$ cat config.mk
export PLATFORM = sky130hd
export DESIGN_NAME = irpc_codec
export DESIGN_NICKNAME = d
export VERILOG_FILES = /design/src/design/irpc_pkg.sv /design/src/design/irpc_codec.sv
export VERILOG_INCLUDE_DIRS = /design/src /design/src/design
export SDC_FILE = /design/constraint.sdc
export NUM_CORES = 1
export LEC_CHECK = 0
export BUFFER_PORTS_ARGS = -buffer_cell sky130_fd_sc_hd__clkbuf_2
export CORE_ASPECT_RATIO = 0.9
export CORE_MARGIN = 2
export CORE_UTILIZATION = 50
export DETAILED_ROUTE_END_ITERATION = 12
export PLACE_DENSITY = 0.72
export SYNTH_ARGS = -nofsm -noshare
export SYNTH_HDL_FRONTEND = slang
export SYNTH_SLANG_ARGS = --single-unit
$ cat constraint.sdc
create_clock -name sys_clk -period 6.3 [get_ports sys_clk]
set_clock_uncertainty 0.15 [all_clocks]
set_input_delay 1.575 -clock sys_clk [delete_from_list [all_inputs] [get_ports sys_clk]]
set_output_delay 1.575 -clock sys_clk [all_outputs]
set_load 0.05 [all_outputs]
$ cat src/design/irpc_consts.svh
/*
 * Register indices, field positions, reset values and coding constants for the
 * infrared pulse codec. Assumes it is included by bare name from design files.
 */
`ifndef IRPC_CONSTS_SVH
`define IRPC_CONSTS_SVH

// ----------------------------------------------------------------------------
// Register indices; the byte address is four times the index
// ----------------------------------------------------------------------------
`define IRPC_IDX_EVT 8'h0C
`define IRPC_IDX_TX_PULSE_LEN 8'h0D
`define IRPC_IDX_RX_PULSE_LEN 8'h0E
`define IRPC_IDX_STAT 8'h0F

// ----------------------------------------------------------------------------
// Fields, reset values and codes
// ----------------------------------------------------------------------------
`define IRPC_EVT_EN_BIT 0
`define IRPC_RX_PULSE_LEN_W 7
`define IRPC_RST_EVT 1'h0
`define IRPC_RST_TX_PULSE_LEN 8'h00
`define IRPC_RST_RX_PULSE_LEN 7'h00
`define IRPC_TX_PULSE_LEN_FRAC 8'h00
`define IRPC_TX_PULSE_LEN_BYPASS 8'hFF
`define IRPC_FRAC_TICKS 8'h03
`define IRPC_BIT_TICKS 5'h10
`define IRPC_MODE_IR 2'h2

`endif

$ cat src/design/irpc_pkg.sv
/*
 * Types of the infrared pulse codec: communication mode codes and the
 * packed state of the codec. Assumes irpc_consts.svh sits beside it.
 */
package irpc_pkg;

    typedef enum logic [1:0] {
        IRPC_MODE_ASYNC = 2'h0,
        IRPC_MODE_SYNC = 2'h1,
        IRPC_MODE_INFRARED = 2'h2,
        IRPC_MODE_SPI = 2'h3
    } irpc_mode_t;

    typedef struct packed {
        logic evt_en;
        logic [7:0] tx_pulse_len;
        logic [6:0] rx_pulse_len;
        logic [7:0] rdata;
        logic [7:0] tx_cnt;
        logic tx_out;
        logic src_prev;
        logic [6:0] run_cnt;
        logic filt_val;
        logic [4:0] rx_cnt;
        logic rx_out;
    } irpc_state_t;

endpackage : irpc_pkg

$ cat src/design/irpc_codec.sv
/*
 * Infrared pulse encoder and decoder between a serial port and an infrared
 * transceiver, with its three control registers and a status register.
 * Assumes baud_edge marks each rising edge of the serial port's baud clock,
 * baud_x16 ticks sixteen times per bit, and all inputs are synchronous.
 */
// The strobed register port is this design's own decision.
`timescale 1ns/1ns
`default_nettype none
`include "irpc_consts.svh"

module irpc_codec #(
    parameter int BIT_TICKS = 16
) (
    // Clock and reset
    input wire logic sys_clk,
    input wire logic rst_n,
    // Register port
    input wire logic [9:0] reg_addr,
    input wire logic [7:0] reg_wdata,
    input wire logic reg_wr,
    input wire logic reg_rd,
    output logic [7:0] reg_rdata,
    // Serial port side
    input wire logic [1:0] comm_mode_select,
    input wire logic baud_edge,
    input wire logic baud_x16,
    input wire logic uart_txd,
    output logic uart_rxd,
    // Transceiver and event side
    output logic ir_txd,
    input wire logic ir_rxd,
    input wire logic ev_in
);

    // ------------------------------------------------------------------------
    // Parameter check
    // ------------------------------------------------------------------------
    if (BIT_TICKS != 16) begin : g_bad_ticks
        $error("irpc_codec: BIT_TICKS must be 16");
    end

    irpc_pkg::irpc_state_t s_reg;
    irpc_pkg::irpc_state_t s_next;

    logic ir_mode;
    logic bypass;
    logic fixed_len;
    logic src;
    logic wr_hit;
    logic [7:0] idx;
    logic [6:0] run_next;

    assign ir_mode = (comm_mode_select == `IRPC_MODE_IR);
    assign bypass = (s_reg.tx_pulse_len == `IRPC_TX_PULSE_LEN_BYPASS);
    assign fixed_len = !bypass && (s_reg.tx_pulse_len != `IRPC_TX_PULSE_LEN_FRAC);
    assign idx = reg_addr[9:2];
    assign wr_hit = reg_wr && (reg_addr[1:0] == 2'h0);
    assign src = s_reg.evt_en ? ev_in : ir_rxd;
    assign run_next = (src == s_reg.src_prev) ?
        ((s_reg.run_cnt == 7'h7F) ? s_reg.run_cnt : s_reg.run_cnt + 7'h01) : 7'h00;

    always_comb begin
        s_next = s_reg;

        // --------------------------------------------------------------------
        // Register writes
        // --------------------------------------------------------------------
        if (wr_hit) begin
            case (idx)
                `IRPC_IDX_EVT: begin
                    s_next.evt_en = reg_wdata[`IRPC_EVT_EN_BIT];
                end
                `IRPC_IDX_TX_PULSE_LEN: begin
                    s_next.tx_pulse_len = reg_wdata;
                end
                `IRPC_IDX_RX_PULSE_LEN: begin
                    s_next.rx_pulse_len = reg_wdata[`IRPC_RX_PULSE_LEN_W-1:0];
                end
                default: begin
                end
            endcase
        end

        // --------------------------------------------------------------------
        // Register reads, data valid in the following cycle only
        // --------------------------------------------------------------------
        s_next.rdata = 8'h00;
        if (reg_rd && (reg_addr[1:0] == 2'h0)) begin
            case (idx)
                `IRPC_IDX_EVT: begin
                    s_next.rdata = {7'h00, s_reg.evt_en};
                end
                `IRPC_IDX_TX_PULSE_LEN: begin
                    s_next.rdata = s_reg.tx_pulse_len;
                end
                `IRPC_IDX_RX_PULSE_LEN: begin
                    s_next.rdata = {1'b0, s_reg.rx_pulse_len};
                end
                `IRPC_IDX_STAT: begin
                    s_next.rdata = {4'h0, s_reg.rx_out, s_reg.filt_val,
                                    s_reg.tx_out, ir_mode};
                end
                default: begin
                end
            endcase
        end

        // --------------------------------------------------------------------
        // Encoder
        // --------------------------------------------------------------------
        if (ir_mode && !bypass) begin
            if (baud_edge && !uart_txd) begin
                s_next.tx_cnt = fixed_len ? s_reg.tx_pulse_len : `IRPC_FRAC_TICKS;
            end else if (s_reg.tx_cnt != 8'h00 && (fixed_len || baud_x16)) begin
                s_next.tx_cnt = s_reg.tx_cnt - 8'h01;
            end
            s_next.tx_out = (s_next.tx_cnt != 8'h00);
        end else begin
            s_next.tx_cnt = 8'h00;
            s_next.tx_out = uart_txd;
        end

        // --------------------------------------------------------------------
        // Receive filter and decoder
        // --------------------------------------------------------------------
        s_next.src_prev = src;
        s_next.run_cnt = run_next;
        if (run_next >= s_reg.rx_pulse_len) begin
            s_next.filt_val = src;
        end
        if (ir_mode && !bypass) begin
            // A pulse stretches to one low bit on the serial side.
            if (s_next.filt_val && !s_reg.filt_val) begin
                s_next.rx_cnt = `IRPC_BIT_TICKS;
            end else if (s_reg.rx_cnt != 5'h00 && baud_x16) begin
                s_next.rx_cnt = s_reg.rx_cnt - 5'h01;
            end
            s_next.rx_out = (s_next.rx_cnt == 5'h00);
        end else begin
            s_next.rx_cnt = 5'h00;
            s_next.rx_out = src;
        end
    end

    // ------------------------------------------------------------------------
    // State register
    // ------------------------------------------------------------------------
    always_ff @(posedge sys_clk) begin
        if (!rst_n) begin
            s_reg <= '0;
            s_reg.evt_en <= `IRPC_RST_EVT;
            s_reg.tx_pulse_len <= `IRPC_RST_TX_PULSE_LEN;
            s_reg.rx_pulse_len <= `IRPC_RST_RX_PULSE_LEN;
            s_reg.tx_out <= 1'b1;
            s_reg.src_prev <= 1'b1;
            s_reg.filt_val <= 1'b1;
            s_reg.rx_out <= 1'b1;
        end else begin
            s_reg <= s_next;
        end
    end

    assign reg_rdata = s_reg.rdata;
    assign ir_txd = s_reg.tx_out;
    assign uart_rxd = s_reg.rx_out;
endmodule : irpc_codec
`default_nettype wire

# Yosys cells after proc, flatten, opt, wreduce, memory -nomap -nowiden
# Index checks and enable logic that the tools add are counted.
[classes]
addsub = 3
magnitude_cmp = 1
n_eq_ne = 8
mux = 14
reduce_logical = 23
[op_table]
columns = ["op", "count"]
rows = [
  ["$eq A8 B4 Y1 const B", 4],
  ["$mux W8", 4],
  ["$pmux W8 S4", 1],
  ["$reduce_bool A8 Y1", 3],
  ["$mux W5", 3],
  ["$mux W7", 2],
  ["$reduce_and A2 Y1", 5],
  ["$eq A8 B8 Y1 const B", 1],
  ["$logic_and A1 B1 Y1", 8],
  ["$sub A8 B1 Y8 const B", 1],
  ["$add A7 B1 Y7 const B", 1],
  ["$eq A7 B7 Y1 const B", 1],
  ["$ge A7 B7 Y1", 1],
  ["$logic_not A5 Y1", 1],
  ["$reduce_bool A5 Y1", 1],
  ["$sub A5 B1 Y5 const B", 1],
  ["$mux W1", 4],
  ["$logic_not A1 Y1", 3],
  ["$eq A2 B2 Y1 const B", 1],
  ["$logic_not A2 Y1", 1],
  ["$eq A1 B1 Y1", 1],
  ["$logic_or A1 B1 Y1", 1],
]
[totals]
regBits = 48
word_cells = 60

# Logic depth before layout (Yosys ltp)
# Gate-level depths: netlist of the first run.
[logic_depth]
depth_word = 10
depth_mapped = 13

# Worst setup path after synthesis of the first run
# No wires, ideal clock.
[synth_path]
kind = "input port to flip-flop"
start = "input ev_in"
end = "register s_reg (netlist bit uart_rxd)"
setup_time_ns = 0.117
t_arrival_ns = 3.573
t_required_ns = 6.033
setup_slack_ns = 2.460
cell_stages = 11
path_cell_list = "mux2i_1 xnor2_1 clkbuf_1 nor2_1 ha_1 a21o_1 a21oi_1 o211ai_1 nand2_1 nor4bb_1 a22o_1"
[synth_between]
elab_chain_cells = 10
[synth_lines]
columns = ["item", "line", "rtl"]
rows = [
  ["from (decl)", "irpc_codec.sv:33", "input wire logic ev_in"],
  ["$mux W1", "irpc_codec.sv:59", "assign src = s_reg.evt_en ? ev_in : ir_rxd;"],
  ["$eq A1 B1 Y1", "irpc_codec.sv:60", "assign run_next = (src == s_reg.src_prev) ?"],
  ["$mux W7", "irpc_codec.sv:60", ""],
  ["via run_next[1]", "irpc_codec.sv:52", "logic [6:0] run_next;"],
  ["$ge A7 B7 Y1", "irpc_codec.sv:129", "if (run_next >= s_reg.rx_pulse_len) begin"],
  ["$mux W1", "irpc_codec.sv:129", ""],
  ["$logic_and A1 B1 Y1", "irpc_codec.sv:134", "if (s_next.filt_val && !s_reg.filt_val) begin"],
  ["$mux W5", "irpc_codec.sv:134", ""],
  ["$mux W5", "irpc_codec.sv:132", "if (ir_mode && !bypass) begin"],
  ["$logic_not A5 Y1", "irpc_codec.sv:139", "s_next.rx_out = (s_next.rx_cnt == 5'h00);"],
  ["$mux W1", "irpc_codec.sv:132", ""],
  ["to (signal assigned)", "irpc_codec.sv:160", "s_reg <= s_next;"],
  ["to (decl)", "irpc_codec.sv:43", "irpc_pkg::irpc_state_t s_reg;"],
]
# The timed path passes the listed nets, and every way through them passes these cells. The select of a mux whose other input is x is not followed.
# A chain may end at the register's enable or synchronous reset.

# Worst setup path after layout of the first run
[layout_path]
start = "input ev_in"
end = "register s_reg (netlist bit uart_rxd)"
[layout_between]
elab_chain_cells = 10
[layout_lines]
columns = ["item", "line"]
rows = [
  ["$mux W1 *", "irpc_codec.sv:59"],
  ["$eq A1 B1 Y1", "irpc_codec.sv:60"],
  ["$mux W7", "irpc_codec.sv:60"],
  ["$ge A7 B7 Y1", "irpc_codec.sv:129"],
  ["$mux W1", "irpc_codec.sv:129"],
  ["$logic_and A1 B1 Y1", "irpc_codec.sv:134"],
  ["$mux W5", "irpc_codec.sv:134"],
  ["$mux W5", "irpc_codec.sv:132"],
  ["$logic_not A5 Y1", "irpc_codec.sv:139"],
  ["$mux W1 *", "irpc_codec.sv:132"],
]
# Every way passes the cells marked *; elsewhere a longest branch is shown, timed or not. The select of a mux whose other input is x is not followed.

==> impl_results.md, run 1 <==
* Status: completed
* Syn_area_per_cell at 8.53 µm²
* Finished Core Util at 58.6%
* Wirelength per Cell at 14.3 µm
* Die area at 5610 µm²
* Post-synth EDFFs at 0
* Total design power at 636 µW
* Final nets at 364
* Worst skew pair latency at 0.30 ns
* RSZ-0062 raised after global routing: false
* Critical path capture point type: flip-flop
* Post-synthesis cell count at 295
* CP Data Required Time at 6.41 ns
* IO buf count at 38
* Setup TNS at 0 ns
* Power Density at 225 nW/µm²
* DRT iter0 DRCs at 110
* Max stage delay on crit path at 0.71 ns
* Crit Path Class: input port to flip-flop
* #FFs+latches synth at 48
* Fin crit share at 65.0%
* Antenna violations before repair at 0
* Synthesized area at 2510 µm²
* Most frequent cells after synthesis: dfxtp_1, nor2_1, nand2_1
* CP max FO at 12
* Fmax at 244 MHz
* FFs w/ async S/R, synth at 0%
* Routability cong. at 0.785
* Vias in the first global route at 1979
* Hold WC Path Type: flip-flop to flip-flop
* CTS tree: built
* Largest net degree at the start of global routing at 24
* Syn. warnings at 0
* Slew margin rel. at 42.1%
* Cell taking the most area after synthesis: dfxtp_1
* Slowest stage cell, crit path: xnor2_1
* Post-route antenna net violation count at 0
* Ports at 39
* Area share of the largest cell type after synthesis at 38.2%
* Number of fill cells at 446
* First-pass detailed-route iteration total at 4
* Core Area at 4830 µm²
* Final Max Slew Viols at 0
* Floorplan row count at 24
* Post-synthesis sequential area ratio at 38.2%
* Worst path arrival time at 4.21 ns
* DR vias at 2166
* Final cell count without fillers at 390
* Resize count post-CTS at 0
* Max FFs per register at 38
* Die width at 78.8 µm
* Grt ovf at 0
* Finished layout cell area at 2830 µm²
* DR vias/cell at 5.55
* Layout area overhead at 12.6%
* Synth cell types at 52
* VDD IR max at 143 µV
* CTS buffer count at 5
* Max_cap viols at 0
* Mapped Nets at 335
* Setup crit start kind: input port
* Leakage Power at 1.27 nW
* H-tree depth at 2
* Synth Flop Type: dfxtp_1
* DR DRC count at 0
* Die H at 71.3 µm
* Ant diodes at 0
* Hold_buf cts at 0
* Layout cells sized above 1 at 17.2%
* Dpl cell area at 2700 µm²
* Final Critical Period at 4.10 ns
* CTS Root Cell: clkbuf_8
* Finish-stage setup viols at 0
* Cell with the most instances after synthesis: dfxtp_1
* Placed insts at 382
* Routed WL at 5580 µm
* GR Util All Layers at 21.0%
* Clk slew on worst S/H paths at 0.09 ns
* Final Hold Violating Endpoints at 0
* Most used cell along the critical path: nand2b_1
* CTS sink count at 48
* First-pass GRT wire length at 9210 µm
* Synth area leaders: dfxtp_1, mux2i_1, nor2_1, ha_1, nand2_1
* Starting Density at 52.0%
* Post-CTS Setup Bufs at 0
* Actual transition at the worst max-transition pin at 0.863 ns
* Post-DP HPWL at 4210 µm
* Crit-path cells: clkbuf_2 > mux2i_1 > xnor2_1 > nand2b_1 > ha_1 > nand2b_1 > a21o_1 > a21oi_1 > o211ai_1 > nand2_1 > nor4bb_1 > a22o_1
* CTS max path bufs at 2
## through the flow
stage	hold WS (ns)	setup slack (ns)
floorplan	0.297	2.46
finish	0.345	2.20
CTS	0.344	2.22
detailed placement	0.324	1.89
global placement	0.317	2.06
global route	0.381	1.93
## metal layers
metal	up-vias	global-route usage (%)	wire length, µm
met5	-	0	0
met4	0	7.21	91
met3	10	4.91	324
met2	68	32.5	2440
met1	995	29.0	2730
li1	1093	-	-
## cell families after synthesis
group | after synthesis | share of synthesized area [%]
simple gates | 132 | 26.5
buf+inv | 28 | 5.42
xor+xnor | 6 | 2.09
fa+ha+maj | 11 | 5.47
flops | 48 | 38.2
mux | 20 | 8.46
compound gates | 50 | 13.8
## final cells by class
cell class | count | area [µm²] | share of cell area (%)
Inverter | 12 | 45.0 | 1.59
Clock inverter | 3 | 68.8 | 2.43
Timing Repair Buffer | 38 | 190 | 6.71
Multi-Input combinational cell | 219 | 1420 | 50.0
Tap cell | 65 | 81.3 | 2.87
Clock buffer | 5 | 68.8 | 2.43
Sequential cell | 48 | 961 | 33.9
## final timing paths
kind	end	slack, ns	depth (start not counted)	from
setup reg to reg	uart_rxd	3.07	11	s_reg[47]
hold reg to reg	reg_rdata[7]	0.34	2	s_reg[46]
setup / recovery	uart_rxd	2.20	12	ev_in
hold / removal	reg_rdata[7]	0.34	2	s_reg[46]
## report_power, final
part	switching (mW)	leakage, nW	internal (mW)
Clock	0.108	0.0687	0.160
Sequential	0.00288	0.388	0.307
Combinational	0.0366	0.817	0.0223
Total	0.148	1.27	0.489
## worst max-delay path, delay by kind of cell
family	cells	cell delay, ns
buffers and inverters	1	0.07
AOI/OAI and AO/OA	4	0.68
muxes	1	0.12
and+or+nand+nor	4	0.83
adders and majority gates	1	0.22
xor gates and xnor gates	1	0.71
## layout by cell type (no fill, tap or decap), drive strengths merged, types with 8 or more instances in the layout
master / instances
mux2i: 19
nand2: 26
nor2b: 8
nand3: 13
nor3: 9
dfxtp: 48
inv: 13
clkbuf: 43
o21ai: 11
nor2: 44
ha: 11
No activity file was read; power rests on OpenSTA's default activity.
==> run 2: changes to the inputs <==
Clock period 6.3 ns to 3.9 ns, I/O delays scaled along.
==> run 2 against run 1 <==
Net effect: design area rose by 0.53%; worst setup slack got worse by 1.5 ns; non-clock buffer count is 2 higher; die area stayed put; global-route usage fell by 0.59 points; via count decreased by 1.4%.
==> impl_results.md, run 2 (synthesized netlist as in run 1, its figures left out) <==
* Status: completed
* Hold_buf cts at 0
* Net Sw Frac at 22.9%
* Core Area at 4830 µm²
* DR DRC count at 0
* Worst hold slack at 0.342 ns
* Vias in the first global route at 1929
* First-pass GRT wire length at 8960 µm
* Routability cong. at 0.795
* Grt ovf at 0
* IO buf count at 38
* Actual transition at the worst max-transition pin at 0.690 ns
* Worst path arrival time at 3.29 ns
* Die area at 5610 µm²
* Max FFs per register at 38
* CP Data Required Time at 4.01 ns
* Clk slew on worst S/H paths at 0.09 ns
* Final Max Slew Viols at 0
* Post-CTS Setup Bufs at 0
* Hold WC Path Type: flip-flop to flip-flop
* CTS tree: built
* Starting Density at 52.0%
* Fin crit share at 81.6%
* Finish-stage setup viols at 0
* Ant diodes at 0
* First-pass detailed-route iteration total at 4
* CTS max path bufs at 2
* DR vias/cell at 5.45
* RSZ-0062 raised after global routing: false
* Crit-path cells: clkbuf_2 > mux2i_1 > xnor2_1 > buf_4 > a21oi_1 > ha_1 > a21o_1 > a21oi_1 > o211ai_1 > nand2_1 > nor4bb_1 > a22o_1
* Combinational power share at 9.5%
* H-tree depth at 2
* CTS Root Cell: clkbuf_8
* Final Hold Violating Endpoints at 0
* Die width at 78.8 µm
* Max stage delay on crit path at 0.33 ns
* Fmax at 314 MHz
* Commonest non-fill, non-tap cell in the layout: dfxtp_1
* Most frequent cells in the layout: dfxtp_1, nor2_1, clkbuf_2
* Layout area overhead at 13.2%
* Final cell count without fillers at 392
* Setup crit start kind: input port
* Routed WL at 5410 µm
* Post-route antenna net violation count at 0
* VDD IR max at 237 µV
* Buf/Inv on CP at 2
* Floorplan row count at 24
* Slowest stage cell, crit path: ha_1
* Internal at 791 µW
* Layout cells sized above 1 at 17.7%
* DR vias at 2136
* Largest net degree at the start of global routing at 24
* Die H at 71.3 µm
* Metal2 WL at 2400 µm
* CP max FO at 11
* CTS buffer count at 5
* Dpl ws at 0.437 ns
* Wire length on met1 at 2640 µm
* Critical path capture point type: flip-flop
* Met3 wire length at 312 µm
* CTS sink count at 48
* Final Critical Period at 3.18 ns
* PnR worst setup slack at 0.719 ns
* Antenna violations before repair at 0
* Setup TNS at 0 ns
* Ports at 39
* Highest routed metal layer: met4
* Post-DP HPWL at 4150 µm
* Crit Path Class: input port to flip-flop
* Family with the most delay on the worst path: compound AO/OA/AOI/OAI gates
* Clock power frac at 41.8%
* Worst skew pair latency at 0.31 ns
* Final nets at 366
* DRT iter0 DRCs at 135
* Part of the power in registers at 48.7%
* Placed insts at 384
* Resize count post-CTS at 0
* Most used cell along the critical path: a21oi_1
* Leakage Power at 1.28 nW
* Finished Core Util at 58.9%
* Power Density at 361 nW/µm²
* Slew margin rel. at 54.0%
* Max_cap viols at 0
* Wirelength per Cell at 13.8 µm
* Switch Pwr at 235 µW
* GR Util All Layers at 20.4%
run 2: cell types whose count changed in the layout (fill, tap and decap cells not counted), sizes merged:
cell	delta
buf	+2
run 2: stage by stage:
step / area, µm² / power [mW]
after global routing: 2850 / 1.07
after detailed placement: 2710 / 0.609
after CTS: 2850 / 1.04
after global placement: 2710 / 0.607
after floorplan: 2510 / 0.574
final: 2850 / 1.03
run 2: final cells by class:
cell class / count / area [µm²]
tap: 65 / 81.3
clock inverter: 3 / 68.8
multi-input combinational: 219 / 1420
sequential: 48 / 961
clock buffer: 5 / 68.8
fill: 448 / 1990
inverter: 12 / 45.0
timing repair buffer: 40 / 205
run 2: power groups by stage:
stage	sequential (mW)	combinational, mW	clock (mW)
floorplan	0.516	0.0580	0
global placement	0.512	0.0951	0
detailed placement	0.512	0.0969	0
CTS	0.500	0.0974	0.441
global route	0.501	0.110	0.461
finish	0.500	0.0971	0.429
run 2: layer usage:
metal / vias to the layer above / global-route usage [%]
li1: 1102 / -
met1: 972 / 28.6
met2: 58 / 32.3
met3: 4 / 3.78
met4: 0 / 6.04
met5: - / 0
run 2: worst paths after layout:
path / from / endpoint / slack [ns] / depth (start not counted)
min: s_reg[46] / reg_rdata[7] / 0.34 / 2
min reg2reg: s_reg[46] / reg_rdata[7] / 0.34 / 2
max: ev_in / uart_rxd / 0.72 / 12
max reg2reg: s_reg[7] / uart_rxd / 0.81 / 13
run 2: tightest hold or removal path: stages, from the launching register on:
cell	delay, ns
dfxtp_1	0.35
nand2_1	0.07
nor2_1	0.04
